**src/pkg/hsc_pkg.sv**
```systemverilog
// Package for the homing sequence controller: method codes, step events, motion command and field inputs
package hsc_pkg;

    // ****************************************
    // Method codes
    // ****************************************
    localparam logic [7:0] HSC_M10 = 8'h0a;
    localparam logic [7:0] HSC_M11 = 8'h0b;
    localparam logic [7:0] HSC_M12 = 8'h0c;
    localparam logic [7:0] HSC_M13 = 8'h0d;
    localparam logic [7:0] HSC_M14 = 8'h0e;
    localparam logic [7:0] HSC_M17 = 8'h11;
    localparam logic [7:0] HSC_M18 = 8'h12;
    localparam logic [7:0] HSC_M19 = 8'h13;
    localparam logic [7:0] HSC_M20 = 8'h14;

    // ****************************************
    // Types
    // ****************************************
    // What each step waits for before moving on
    typedef enum logic [2:0] {
        HSC_EV_RISE,
        HSC_EV_FALL,
        HSC_EV_INDEX,
        HSC_EV_NONE
    } hsc_event_t;

    // Motion command driven toward the motion generator
    typedef struct packed {
        logic run;
        logic fwd;
        logic high;
        logic decel;
    } hsc_motion_t;

    // Field inputs sampled together
    typedef struct packed {
        logic home_switch_input;
        logic forward_overtravel_input;
        logic reverse_overtravel_input;
        logic index_pulse;
    } hsc_field_t;

    localparam hsc_motion_t HSC_MOTION_IDLE = '{run: 1'b0, fwd: 1'b0, high: 1'b0, decel: 1'b0};

endpackage : hsc_pkg

```
**src/hsc_homing_ctrl.sv**
```systemverilog
// Homing sequence controller for one servo axis, methods 10-14 and 17-20
// ****************************************
// Notes on behaviour
// ****************************************
// Notes on behaviour
// - M10 clear start: fwd high, fwd low, rev low, fwd low, index after fall.
// - M10 forward limit: reverse, then at rise fwd low, index after fall.
// - M10 switch active: forward low, index after falling edge.
// - M11 clear start: reverse high, rise to fwd low, index after fall.
// - M11 reverse limit: fwd, rise low, fall rev low, rise fwd low, index after fall.
// - Active start: M11 forward low, M14 reverse low, index after fall.
// - M12 clear: rev high, limit fwd, rise fwd low, fall rev low, index after rise.
// - Active start: M12 fwd then rev, M13 rev then fwd, index after rise.
// - M13 clear: rev high, rise rev low, fall fwd low, index after rise.
// - M13 reverse limit: fwd high, rise rev low, fall fwd low, index after rise.
// - M14 clear: rev high, rise low, fall fwd low, rise rev low, index after fall.
// - M14 reverse limit: fwd high, rise rev low, index after fall.
// - M17 homes on reverse overtravel edges, no index.
// - M18 homes on forward overtravel edges, no index.
// - M19 homes on home switch falling edge alone.
// - M20 homes on home switch, stops at rising edge after fall.
`timescale 1ns/1ns
`default_nettype none

module hsc_homing_ctrl
    import hsc_pkg::*;
(
    // Clock and reset
    input  wire logic        i_clk,
    input  wire logic        i_rst,
    // Host side
    input  wire logic [7:0]  i_method,
    input  wire logic        i_start,
    input  wire logic        i_abort,
    // Field side
    input  wire hsc_field_t  i_field,
    // Motion command and status
    output hsc_motion_t      o_motion,
    output logic             o_busy,
    output logic             o_done,
    output logic             o_rejected
);

    typedef enum logic [1:0] {
        HSC_IDLE,
        HSC_RUN
    } hsc_state_t;

    // One step: motion held until its event is seen
    typedef struct packed {
        logic       fwd;
        logic       high;
        hsc_event_t ev;
    } hsc_step_t;

    // ****************************************
    // Helpers
    // ****************************************
    function automatic hsc_step_t mk(input logic f, input logic h, input hsc_event_t e);
        hsc_step_t s;
        s.fwd  = f;
        s.high = h;
        s.ev   = e;
        return s;
    endfunction : mk

    // Stop marker: step list ends, axis halts
    function automatic hsc_step_t stp();
        return mk(1'b0, 1'b0, HSC_EV_NONE);
    endfunction : stp

    function automatic logic is_supported(input logic [7:0] m);
        return (m >= HSC_M10 && m <= HSC_M14) || (m >= HSC_M17 && m <= HSC_M20);
    endfunction : is_supported

    // ****************************************
    // State
    // ****************************************
    hsc_state_t      state_reg;
    logic [7:0]      method_reg;
    logic            act_reg;
    logic            limited_reg;
    // Leg number within the method's table; the longest table has five legs
    logic [2:0]      step_reg;
    hsc_field_t      prev_reg;
    hsc_motion_t     motion_reg;
    logic            done_reg;
    logic            rej_reg;
    hsc_step_t       cur;
    logic            sw_now;
    logic            sw_prev;
    logic            rise;
    logic            fall;
    logic            limit_hit;
    logic            ev_seen;
    logic            last_step;
    logic            m11_fwd;
    logic            m12_fwd;
    logic            sw_fwd;

    // Switch that the method homes on
    always_comb begin
        case (method_reg)
            HSC_M17: begin
                sw_now  = i_field.reverse_overtravel_input;
                sw_prev = prev_reg.reverse_overtravel_input;
            end
            HSC_M18: begin
                sw_now  = i_field.forward_overtravel_input;
                sw_prev = prev_reg.forward_overtravel_input;
            end
            default: begin
                sw_now  = i_field.home_switch_input;
                sw_prev = prev_reg.home_switch_input;
            end
        endcase
    end

    assign rise = sw_now && !sw_prev;
    assign fall = !sw_now && sw_prev;

    // Direction selectors shared by the step table
    assign m11_fwd = (method_reg == HSC_M11);
    assign m12_fwd = (method_reg == HSC_M12);
    assign sw_fwd  = (method_reg != HSC_M17);

    // Limit relevant only during the opening high-speed leg
    // Once turned, the overtravel input may stay high while backing off, so it is ignored
    always_comb begin
        limit_hit = 1'b0;
        if (state_reg == HSC_RUN && step_reg == 3'h0 && !act_reg && !limited_reg) begin
            case (method_reg)
                HSC_M10:                   limit_hit = i_field.forward_overtravel_input;
                HSC_M11, HSC_M13, HSC_M14: limit_hit = i_field.reverse_overtravel_input;
                HSC_M12: limit_hit = i_field.reverse_overtravel_input
                                   | i_field.forward_overtravel_input;
                default:                   limit_hit = 1'b0;
            endcase
        end
    end

    // ****************************************
    // Step table per method and start case
    // ****************************************
    always_comb begin
        cur = stp();
        case (method_reg)
            HSC_M10: begin
                if (act_reg) begin
                    case (step_reg)
                        3'h0:    cur = mk(1'b1, 1'b0, HSC_EV_FALL);
                        3'h1:    cur = mk(1'b1, 1'b0, HSC_EV_INDEX);
                        default: cur = stp();
                    endcase
                end else if (limited_reg) begin
                    case (step_reg)
                        3'h0:    cur = mk(1'b0, 1'b1, HSC_EV_RISE);
                        3'h1:    cur = mk(1'b1, 1'b0, HSC_EV_FALL);
                        3'h2:    cur = mk(1'b1, 1'b0, HSC_EV_INDEX);
                        default: cur = stp();
                    endcase
                end else begin
                    case (step_reg)
                        3'h0:    cur = mk(1'b1, 1'b1, HSC_EV_RISE);
                        3'h1:    cur = mk(1'b1, 1'b0, HSC_EV_FALL);
                        3'h2:    cur = mk(1'b0, 1'b0, HSC_EV_RISE);
                        3'h3:    cur = mk(1'b1, 1'b0, HSC_EV_FALL);
                        3'h4:    cur = mk(1'b1, 1'b0, HSC_EV_INDEX);
                        default: cur = stp();
                    endcase
                end
            end
            HSC_M11, HSC_M14: begin
                if (act_reg) begin
                    case (step_reg)
                        3'h0:    cur = mk(method_reg == HSC_M11, 1'b0, HSC_EV_FALL);
                        3'h1:    cur = mk(method_reg == HSC_M11, 1'b0, HSC_EV_INDEX);
                        default: cur = stp();
                    endcase
                end else if (limited_reg == m11_fwd) begin
                    case (step_reg)
                        3'h0:    cur = mk(m11_fwd, 1'b1, HSC_EV_RISE);
                        3'h1:    cur = mk(m11_fwd, 1'b0, HSC_EV_FALL);
                        3'h2:    cur = mk(!m11_fwd, 1'b0, HSC_EV_RISE);
                        3'h3:    cur = mk(m11_fwd, 1'b0, HSC_EV_FALL);
                        3'h4:    cur = mk(m11_fwd, 1'b0, HSC_EV_INDEX);
                        default: cur = stp();
                    endcase
                end else begin
                    case (step_reg)
                        3'h0:    cur = mk(limited_reg, 1'b1, HSC_EV_RISE);
                        3'h1:    cur = mk(!limited_reg, 1'b0, HSC_EV_FALL);
                        3'h2:    cur = mk(!limited_reg, 1'b0, HSC_EV_INDEX);
                        default: cur = stp();
                    endcase
                end
            end
            HSC_M12, HSC_M13: begin
                if (act_reg) begin
                    // out of switch, back in, index
                    case (step_reg)
                        3'h0:    cur = mk(m12_fwd, 1'b0, HSC_EV_FALL);
                        3'h1:    cur = mk(!m12_fwd, 1'b0, HSC_EV_RISE);
                        3'h2:    cur = mk(!m12_fwd, 1'b0, HSC_EV_INDEX);
                        default: cur = stp();
                    endcase
                end else begin
                    // high leg, two low legs, index
                    case (step_reg)
                        3'h0:    cur = mk(limited_reg, 1'b1, HSC_EV_RISE);
                        3'h1:    cur = mk(m12_fwd, 1'b0, HSC_EV_FALL);
                        3'h2:    cur = mk(!m12_fwd, 1'b0, HSC_EV_RISE);
                        3'h3:    cur = mk(!m12_fwd, 1'b0, HSC_EV_INDEX);
                        default: cur = stp();
                    endcase
                end
            end
            HSC_M17, HSC_M18, HSC_M19: begin
                // stop at the falling edge, no index
                case (step_reg)
                    3'h0:    cur = act_reg ? mk(!sw_fwd, 1'b0, HSC_EV_FALL)
                                           : mk(sw_fwd, 1'b1, HSC_EV_RISE);
                    3'h1:    cur = act_reg ? stp() : mk(!sw_fwd, 1'b0, HSC_EV_FALL);
                    default: cur = stp();
                endcase
            end
            HSC_M20: begin
                // stop at the rising edge after the fall
                case (step_reg)
                    3'h0:    cur = act_reg ? mk(1'b0, 1'b0, HSC_EV_FALL)
                                           : mk(1'b1, 1'b1, HSC_EV_RISE);
                    3'h1:    cur = act_reg ? mk(1'b1, 1'b0, HSC_EV_RISE)
                                           : mk(1'b0, 1'b0, HSC_EV_FALL);
                    3'h2:    cur = act_reg ? stp() : mk(1'b1, 1'b0, HSC_EV_RISE);
                    default: cur = stp();
                endcase
            end
            default: cur = stp();
        endcase
    end

    // Only the awaited event counts: an index is not taken while the step waits for an edge
    always_comb begin
        case (cur.ev)
            HSC_EV_RISE:  ev_seen = rise;
            HSC_EV_FALL:  ev_seen = fall;
            HSC_EV_INDEX: ev_seen = i_field.index_pulse;
            default:      ev_seen = 1'b0;
        endcase
    end

    // ****************************************
    // Sequencer
    // ****************************************
    // Edges are judged against the last cycle's sample, so a level held at start is no edge
    always_ff @(posedge i_clk) begin
        if (i_rst) begin
            prev_reg <= '0;
        end else begin
            prev_reg <= i_field;
        end
    end

    always_ff @(posedge i_clk) begin
        if (i_rst) begin
            state_reg   <= HSC_IDLE;
            method_reg  <= 8'h00;
            act_reg     <= 1'b0;
            limited_reg <= 1'b0;
            step_reg    <= 3'h0;
            done_reg    <= 1'b0;
            rej_reg     <= 1'b0;
        end else begin
            done_reg <= 1'b0;
            rej_reg  <= 1'b0;
            case (state_reg)
                HSC_IDLE: begin
                    if (i_start) begin
                        if (is_supported(i_method)) begin
                            state_reg   <= HSC_RUN;
                            method_reg  <= i_method;
                            limited_reg <= 1'b0;
                            step_reg    <= 3'h0;
                            case (i_method)
                                HSC_M17: act_reg <= i_field.reverse_overtravel_input;
                                HSC_M18: act_reg <= i_field.forward_overtravel_input;
                                default: act_reg <= i_field.home_switch_input;
                            endcase
                        end else begin
                            rej_reg <= 1'b1;
                        end
                    end
                end
                HSC_RUN: begin
                    if (i_abort) begin
                        state_reg <= HSC_IDLE;
                    end else if (cur.ev == HSC_EV_NONE) begin
                        state_reg <= HSC_IDLE;
                        done_reg  <= 1'b1;
                    end else if (limit_hit) begin
                        limited_reg <= 1'b1;
                    end else if (ev_seen) begin
                        step_reg <= step_reg + 3'h1;
                    end
                end
                default: state_reg <= HSC_IDLE;
            endcase
        end
    end

    assign last_step = (cur.ev == HSC_EV_NONE);

    // Motion command registered; decel marks the one cycle of a high-to-low speed change
    // A reversal at low speed is left to the motion generator's own ramp
    always_ff @(posedge i_clk) begin
        if (i_rst) begin
            motion_reg <= HSC_MOTION_IDLE;
        end else if (state_reg == HSC_RUN && !i_abort && !last_step) begin
            motion_reg.run   <= 1'b1;
            motion_reg.fwd   <= cur.fwd;
            motion_reg.high  <= cur.high;
            motion_reg.decel <= motion_reg.run && (motion_reg.high && !cur.high);
        end else begin
            motion_reg <= HSC_MOTION_IDLE;
        end
    end

    assign o_motion   = motion_reg;
    assign o_busy     = (state_reg == HSC_RUN);
    assign o_done     = done_reg;
    assign o_rejected = rej_reg;

endmodule : hsc_homing_ctrl

`default_nettype wire

```
**config.mk**
```make
export PLATFORM = sky130hd
export DESIGN_NAME = hsc_homing_ctrl
export DESIGN_NICKNAME = d
export VERILOG_FILES = /design/src/pkg/hsc_pkg.sv /design/src/hsc_homing_ctrl.sv
export SDC_FILE = /design/constraint.sdc
export NUM_CORES = 1
export LEC_CHECK = 0
export ABC_AREA = 0
export BUFFER_PORTS_ARGS = -buffer_cell sky130_fd_sc_hd__buf_2
export CORE_MARGIN = 10
export CORE_UTILIZATION = 30
export CTS_CLUSTER_DIAMETER = 50
export CTS_CLUSTER_SIZE = 16
export DETAILED_ROUTE_END_ITERATION = 12
export GPL_ROUTABILITY_DRIVEN = 0
export SYNTH_ARGS = -nofsm -noshare
export SYNTH_HDL_FRONTEND = slang
export SYNTH_SLANG_ARGS = --single-unit
```
**constraint.sdc**
```tcl
create_clock -name i_clk -period 3.3 [get_ports i_clk]
set_input_delay 0.99 -clock i_clk [delete_from_list [all_inputs] [get_ports i_clk]]
set_output_delay 0.99 -clock i_clk [all_outputs]
set_load 0.1 [all_outputs]
```
==> impl_metrics.yaml, run 1 <==
floorplan:
  die_x_um: 99.5
  coreArea_mm2: 0.00603
  initial_core_util: 0.315
  die_y_um: 99.5
  num_rows: 28
  dieArea_mm2: 0.00990
  io_pins: 23
outcome:
  status: "finished clean"
clock_network:
  path_clk_slew_ps: 90
  clk_latency_ps: 270
  cts.sinks: 23
  tritoncts: "yes"
  cts_hold_buf: 0
  cts_htree_levels: 1
  postCtsSetupRepairBufs: 0
  numCtsBuffers: 3
  cts_resized: 0
  root_buffer: "clkbuf_8"
  cts_buffer_depth: 2
synth:
  synth_top_area_cell: "dfxtp_1"
  synth_xor_area_frac: 0.0185
  ys_types: 58
  synth_edf_count: 0
  yosys.area_share.adder: 0.0396
  syn_nets: 280
  synth-simple-area-share: 0.356
  synth-seq-area-share: 0.243
  synth_top_cell_area_share: 0.243
  synthCells: 258
  ys.flop_type: "dfxtp_1"
  avgSynthCellArea_um2: 7.35
  synthArstFlopShare: 0
  synth_top_family_by_area: "simple AND/OR/NAND/NOR gates"
  synth_compound_area_frac: 0.268
  synth_seq_cells: 23
  syn-cell-area_mm2: 0.00190
  yosys_warnings: 0
  netlist_top_cells_area: "dfxtp_1 24%, nor2_1 5.9%, a21oi_1 4.7%, nand2_1 4.7%, ha_1 4.0%"
  muxShareOfSynthArea: 0.0158
sta:
  min_period_ps: 3120
  final-hold-violation-count: 0
  setup_violations: 0
  max_freq_ghz: 0.321
  rsz0062_at_grt: "no"
  worst_slew_pin_slew_ps: 455
  tns_ps: 0
  final_max_slew_viol_count: 0
  relSlewSlack: 0.689
  finalCritPeriodShare: 0.944
  finClkSkew_ps: 4.34
finish:
  final_area_mm2: 0.00216
  layout-drive-gt1-share: 0.183
  num_antenna_cells: 0
  syn2layout_area_growth_pct: 13.9
  fill_cells: 658
  largest_reg_flops: 8
  nets: 301
routing:
  drtIter0Drc: 89
  wl_um: 4950
  vias: 1870
  dr.pass1.iters: 4
  ant_nets: 0
  drc: 0
  wl_per_cell_um: 14.0
  vias_per_cell: 5.30
power_and_ir_drop:
  cellPowerDensity_mw_per_mm2: 241
  peakVddDrop_mv: 0.149
  p_leak_nw: 0.802
grt:
  grt_first_pass_wirelength_um: 8360
  antenna_found_initial: 0
  grt_max_degree: 24
  grt_overflow: 0
  grt.total_usage: 0.0981
  grt_pass1_vias: 1751
setup_path:
  start_kind: "flip-flop"
  critPathArrivalTime_ps: 3260
  path_max_fanout: 10
  crit_type: "flip-flop to flip-flop"
  cp-end-kind: "flip-flop"
  critPathRequiredTime_ps: 3440
placement:
  io_buffers: 22
  hpwl_um: 3920
  placed_area_mm2: 0.00211
job:
  maxCapViolCount: 0
hold_path:
  hp-class: "flip-flop to flip-flop"
-- cell families (layout without fill, tap and decap cells) --
| kind of cell | after synthesis | count (layout) |
|---|---|---|
| muxes | 3 | 3 |
| DFF | 23 | 23 |
| xor gates and xnor gates | 4 | 4 |
| adders and majority gates | 6 | 6 |
| and+or+nand+nor | 121 | 121 |
| buffers and inverters | 28 | 48 |
| AOI/OAI and AO/OA | 73 | 73 |
-- cell type report --
| type | count | area [um2] | share of cell area |
|---|---|---|---|
| Clock buffer | 3 | 41.3 | 0.0191 |
| Clock inverter | 1 | 5.00 | 0.00232 |
| Inverter | 11 | 41.3 | 0.0191 |
| Multi-Input combinational cell | 207 | 1330 | 0.614 |
| Sequential cell | 23 | 460 | 0.213 |
| Tap cell | 75 | 93.8 | 0.0435 |
| Timing Repair Buffer | 33 | 193 | 0.0892 |
-- layer usage --
layer  GRT usage  vias to the layer above  wire (um)  share of wire
li1            -                      988          -              -
met1       0.130                      845       2430           0.49
met2       0.161                       32       2290           0.46
met3      0.0215                        5        195          0.039
met4      0.0132                        0         27         0.0055
met5           0                        -          0              0
-- critical path: stages, from the launching register on --
cell and delay [ps]:
dfxtp_1 500, inv_1 120, ha_1 330, nor2b_1 180
or4b_2 620, nand2_1 100, a21o_1 80, o211ai_1 190
and3_4 250, o311ai_0 440, o311ai_2 170
-- path summary, 6_finish.rpt --
path / start / to / slack (ps) / cells after the start
max: step_reg[0] / step_reg[0] / 180 / 10
min: o_motion[1] / o_motion[0] / 450 / 2
max reg2reg: step_reg[0] / step_reg[0] / 180 / 10
min reg2reg: o_motion[1] / o_motion[0] / 450 / 2
-- through the flow --
stage / hold slack [ps] / util / std cells / total power, mW / worst slack (ps)
floorplan: 455 / - / 258 / 0.322 / 357
global placement: 421 / 0.351 / 349 / 0.341 / 300
detailed placement: 438 / 0.351 / 349 / 0.342 / 209
CTS: 453 / 0.358 / 353 / 0.532 / 175
global route: 465 / 0.358 / 353 / 0.548 / 3.91
finish: 445 / 0.358 / 353 / 0.520 / 184
-- cells in the mapped netlist (all sizes together) (3+ instances only) --
| master | count |
|---|---|
| nor4 | 4 |
| o21ai | 13 |
| a21oi | 18 |
| nand3b | 4 |
| nand2b | 10 |
| nor3 | 15 |
| buf | 4 |
| mux2i | 3 |
| nor2 | 30 |
| o31ai | 4 |
| and3 | 4 |
| nor2b | 9 |
| o32ai | 3 |
| o22ai | 3 |
| inv | 11 |
| clkbuf | 13 |
| a31oi | 4 |
| ha | 6 |
| a211oi | 5 |
| dfxtp | 23 |
| o21bai | 3 |
| nand2 | 24 |
| o221ai | 3 |
| xnor2 | 3 |
| o311ai | 4 |
| or3 | 6 |
| and2 | 3 |
-- power by group --
| part | total, mW | switching [mW] | internal (mW) |
|---|---|---|---|
| Clock | 0.185 | 0.101 | 0.0846 |
| Combinational | 0.0510 | 0.0318 | 0.0191 |
| Sequential | 0.284 | 0.00291 | 0.281 |
| Total | 0.520 | 0.135 | 0.385 |
-- layout by cell type, fill, tap and decap left out, types with 3 or more instances in the layout --
master,instances
nor2_1,30
nand2_1,24
dfxtp_1,23
buf_2,22
a21oi_1,18
nor3_1,15
o21ai_0,13
inv_1,11
buf_4,11
nand2b_1,10
nor2b_1,9
ha_1,6
a211oi_1,5
o31ai_1,4
nand3b_1,4
a31oi_1,4
xnor2_1,3
o32ai_1,3
o21bai_1,3
o22ai_1,3
o221ai_1,3
nor4_1,3
or3_1,3
o311ai_2,3
mux2i_1,3
clkbuf_8,3
(Power assumes the default switching activity.)
==> run 2: changes to the inputs <==
BUFFER_PORTS_ARGS = default   (was -buffer_cell sky130_fd_sc_hd__buf_2)
DONT_BUFFER_PORTS = 1   (was default)
==> run 2 against run 1 <==
Critical path depth unchanged. Worst setup slack improved by 160 ps. Via count decreased by 2.4%. Maximum frequency increased by 5.3%.
==> impl_metrics.yaml, run 2 (synthesized netlist as in run 1, its figures left out) <==
setup_path:
  crit_type: "flip-flop to flip-flop"
  startpoint: "step_reg[1]"
  crit_path_cell_trace: "inv_1 > ha_1 > nor2_1 > or4b_2 > nand2_1 > a21o_1 > o211ai_1 > and3_4 > or3_4 > o311ai_2"
  cp-end-kind: "flip-flop"
  cp_slowest_cell: "or4b_2"
  start_kind: "flip-flop"
  path_max_fanout: 11
  critPathArrivalTime_ps: 3160
  critPathRequiredTime_ps: 3500
  cpPeakStageDelay_ps: 640
  worstReg2RegStart: "step_reg[1]"
sta:
  setup_violations: 0
  final_max_slew_viol_count: 0
  relSlewSlack: 0.347
  final-hold-violation-count: 0
  max_freq_ghz: 0.338
  finalHoldWorstSlack_ps: 502
  min_period_ps: 2960
  finalCritPeriodShare: 0.897
  worst_slew_pin_slew_ps: 979
  finClkSkew_ps: 8.45
  fin_ws_ps: 339
  tns_ps: 0
  rsz0062_at_grt: "no"
power_and_ir_drop:
  combPwrFrac: 0.053
  p_total_mw: 0.511
  peakVddDrop_mv: 0.151
  switchingPower_mw: 0.131
  seqPwrFrac: 0.568
  pwr-share-clk: 0.379
  cellPowerDensity_mw_per_mm2: 249
  internal_power_mw: 0.380
  p_leak_nw: 0.702
  netSwitchingFraction: 0.257
clock_network:
  cts_hold_buf: 0
  tritoncts: "yes"
  clk_latency_ps: 280
  cts_buffer_depth: 2
  postCtsSetupRepairBufs: 0
  cts_htree_levels: 1
  cts.sinks: 23
  root_buffer: "clkbuf_8"
  cts_resized: 0
  numCtsBuffers: 3
  path_clk_slew_ps: 100
floorplan:
  io_pins: 23
  die_y_um: 99.5
  die_x_um: 99.5
  initial_core_util: 0.315
  coreArea_mm2: 0.00603
  dieArea_mm2: 0.00990
  num_rows: 28
grt:
  grt.total_usage: 0.0991
  grt_pass1_vias: 1700
  grt_first_pass_wirelength_um: 8290
  grt_max_degree: 24
  grt_overflow: 0
  antenna_found_initial: 0
finish:
  syn2layout_area_growth_pct: 8.18
  final_area_mm2: 0.00205
  most-common-layout-cells: "30 x nor2_1, 24 x nand2_1, 23 x dfxtp_1"
  layout-drive-gt1-share: 0.113
  largest_reg_flops: 8
  final_common_cell: "nor2_1"
  num_antenna_cells: 0
  nets: 279
outcome:
  status: "finished clean"
placement:
  io_buffers: 0
  placed_area_mm2: 0.00200
  hpwl_um: 3910
  post-place-ws_ps: 385
routing:
  wl_per_cell_um: 15.2
  wl_um: 5030
  vias: 1825
  drtIter0Drc: 50
  ant_nets: 0
  drc: 0
  dr.pass1.iters: 4
  vias_per_cell: 5.51
hold_path:
  worstHoldStart: "method_reg[6]"
  hp-class: "flip-flop to flip-flop"
job:
  maxCapViolCount: 0
==> run 2: changes by cell type in the layout (fill, tap and decap cells not counted) <==
cell / before / now
buf_2: 22 / 0
clkinv_2: 1 / 0
clkinvlp_4: 0 / 1
==> run 2: final timing paths <==
kind,slack [ps],endpoint,cells after the start
setup / recovery,340,step_reg[2],10
hold / removal,500,method_reg[6],1
setup reg to reg,340,step_reg[2],10
hold reg to reg,500,method_reg[6],1
==> run 2: per-stage QoR <==
step           instances   util
3_3_place_gp         327  0.332
5_1_grt              331  0.341
6_report             331  0.341
3_5_place_dp         327  0.332
4_1_cts              331  0.341
2_1_floorplan        258      -
==> run 2: worst max-delay path: cells and delay by family (launching register included) <==
family / cells / cell delay (ps)
AOI/OAI and AO/OA: 3 / 530
and+or+nand+nor: 5 / 1500
DFF: 1 / 360
adders and majority gates: 1 / 380
buffers and inverters: 1 / 110
==> run 2: area by class of cell <==
cell class,instances,area (um2)
clock buffers,3,41.3
clock inverters,1,7.51
fillers,675,3970
inverters,11,41.3
multi-input cells,207,1330
flip-flops and latches,23,460
well taps,75,93.8
repair buffers,11,82.6
==> run 2: routing by layer <==
layer  share of wire  wire length (um)  global-route usage
met1            0.48              2410               0.124
met2            0.46              2310               0.157
met3           0.041               207              0.0256
met4           0.019                98              0.0386
met5               0                 0                   0
==> run 2: power by group through the flow <==
stage          Sequential (mW)  Clock (mW)  Combinational (mW)
6_report                 0.290       0.194              0.0269
4_1_cts                  0.290       0.201              0.0269
3_5_place_dp             0.297           0              0.0268
5_1_grt                  0.291       0.209              0.0299
3_3_place_gp             0.296           0              0.0265
2_1_floorplan            0.295           0              0.0269
==> run 3: changes to the inputs <==
--- a/config.mk
+++ b/config.mk
@@ -14,4 +14,5 @@
 export DONT_BUFFER_PORTS = 1
 export GPL_ROUTABILITY_DRIVEN = 0
+export PLACE_DENSITY = 0.41
 export SYNTH_ARGS = -nofsm -noshare
 export SYNTH_HDL_FRONTEND = slang
==> constraint.sdc (replaced) <==
create_clock -name i_clk -period 3.3 [get_ports i_clk]
set_input_delay 0.99 -clock i_clk [delete_from_list [all_inputs] [get_ports i_clk]]
set_output_delay 0.99 -clock i_clk [all_outputs]
set_load 0.01 [all_outputs]
==> run 3 against run 2 <==
Clock power shrank 5%. Final area grew 1.3%. Sequential power shrank 2%. First-iteration DRC count grew 82%. Critical path depth grew 1. Non-clock buffer count grew 3. Routed wire length grew 11%. Global-route usage grew 1.6 points. Hold slack lost 8.6 ps.
==> impl_metrics.yaml, run 3 (synthesized netlist as in run 1, its figures left out) <==
routing:
  vias: 1818
  wl_per_cell_um: 16.7
  ant_nets: 0
  vias_per_cell: 5.44
  dr.pass1.iters: 4
  wl_um: 5590
  drc: 0
  drtIter0Drc: 91
setup_path:
  path_max_fanout: 9
  cp-end-kind: "flip-flop"
  critPathArrivalTime_ps: 3250
  critPathRequiredTime_ps: 3480
  start_kind: "flip-flop"
  rrSetupSlack_ps: 230
  crit_type: "flip-flop to flip-flop"
finish:
  syn2layout_area_growth_pct: 9.56
  num_antenna_cells: 0
  layout-drive-gt1-share: 0.127
  final_core_util: 0.345
  largest_reg_flops: 8
  final_common_cell: "nor2_1"
  finalNonFillerCells: 334
  most-common-layout-cells: "30 x nor2_1, 24 x nand2_1, 23 x dfxtp_1"
  nets: 282
  final_area_mm2: 0.00208
power_and_ir_drop:
  p_leak_nw: 0.728
  peakVddDrop_mv: 0.135
  cellPowerDensity_mw_per_mm2: 239
  p_total_mw: 0.496
sta:
  tns_ps: 0
  final-hold-violation-count: 0
  max_freq_ghz: 0.325
  setup_violations: 0
  relSlewSlack: 0.651
  rsz0062_at_grt: "no"
  worst_slew_pin_slew_ps: 510
  final_max_slew_viol_count: 0
  finalCritPeriodShare: 0.932
  min_period_ps: 3070
  finClkSkew_ps: 9.63
floorplan:
  initial_core_util: 0.315
  die_x_um: 99.5
  dieArea_mm2: 0.00990
  coreArea_mm2: 0.00603
  io_pins: 23
  num_rows: 28
  die_y_um: 99.5
clock_network:
  root_buffer: "clkbuf_8"
  numCtsBuffers: 3
  path_clk_slew_ps: 80
  cts_buffer_depth: 2
  clk_latency_ps: 270
  cts_htree_levels: 1
  tritoncts: "yes"
  postCtsSetupRepairBufs: 0
  cts.sinks: 23
grt:
  grt.total_usage: 0.115
  grt_max_degree: 24
  grt_overflow: 0
  antenna_found_initial: 0
  grt_pass1_vias: 1802
  grt_first_pass_wirelength_um: 9480
placement:
  hpwl_um: 4460
  io_buffers: 0
  place_inst: 330
  placed_area_mm2: 0.00203
outcome:
  status: "finished clean"
job:
  maxCapViolCount: 0
hold_path:
  hp-class: "flip-flop to flip-flop"
==> run 3: changes by cell type in the layout (fill, tap and decap cells not counted) <==
cell        delta
nor4b_1        -1
nor4b_2        +1
clkinv_2       +1
o311ai_0       -1
o311ai_1       +1
buf_4          +3
clkinvlp_4     -1
==> run 3: worst paths after layout <==
path | start | endpoint | depth (start not counted)
worst max-delay path | step_reg[0] | step_reg[0] | 11
worst max register to register | step_reg[0] | step_reg[0] | 11
worst min register to register | method_reg[5] | method_reg[5] | 1
worst min-delay path | method_reg[5] | method_reg[5] | 1
==> run 3: stage by stage <==
step	setup slack, ps	hold slack [ps]
global route	0.189	513
global placement	236	477
floorplan	357	455
detailed placement	88.4	479
CTS	73.0	498
finish	225	494
==> run 3: area by class of cell <==
class / instances / area, um2
Clock buffer: 3 / 41.3
Clock inverter: 1 / 5.00
Fill cell: 666 / 3950
Inverter: 11 / 41.3
Multi-Input combinational cell: 207 / 1330
Sequential cell: 23 / 460
Tap cell: 75 / 93.8
Timing Repair Buffer: 14 / 105
==> run 3: timing repair <==
action                     4_1_cts  5_1_grt
resized for setup                0        2
setup endpoints to repair        0        3
hold buffers                     0        0
==> run 3: worst max-delay path: stages (launching register included) <==
cell and delay, ps:
dfxtp_1 510, inv_1 130, ha_1 320, buf_4 190, nand2b_1 80, o21ai_0 90, a211oi_1 280, nor2_1 70
o211ai_1 450, nor4b_2 150, or3_4 440, o311ai_2 260
==> run 3: metal layers <==
metal	wire, um	track usage	vias to the layer above
met4	50	0.0254	0
met5	0	0	-
met1	2710	0.146	849
met2	2680	0.195	21
met3	155	0.0228	6
li1	-	-	942
==> run 3: report_power, final <==
| part | switching, mW | internal [mW] | total [mW] |
|---|---|---|---|
| sequential | 0.00350 | 0.281 | 0.284 |
| clock | 0.0991 | 0.0845 | 0.184 |
| combinational | 0.0149 | 0.0128 | 0.0277 |
| total | 0.118 | 0.378 | 0.496 |
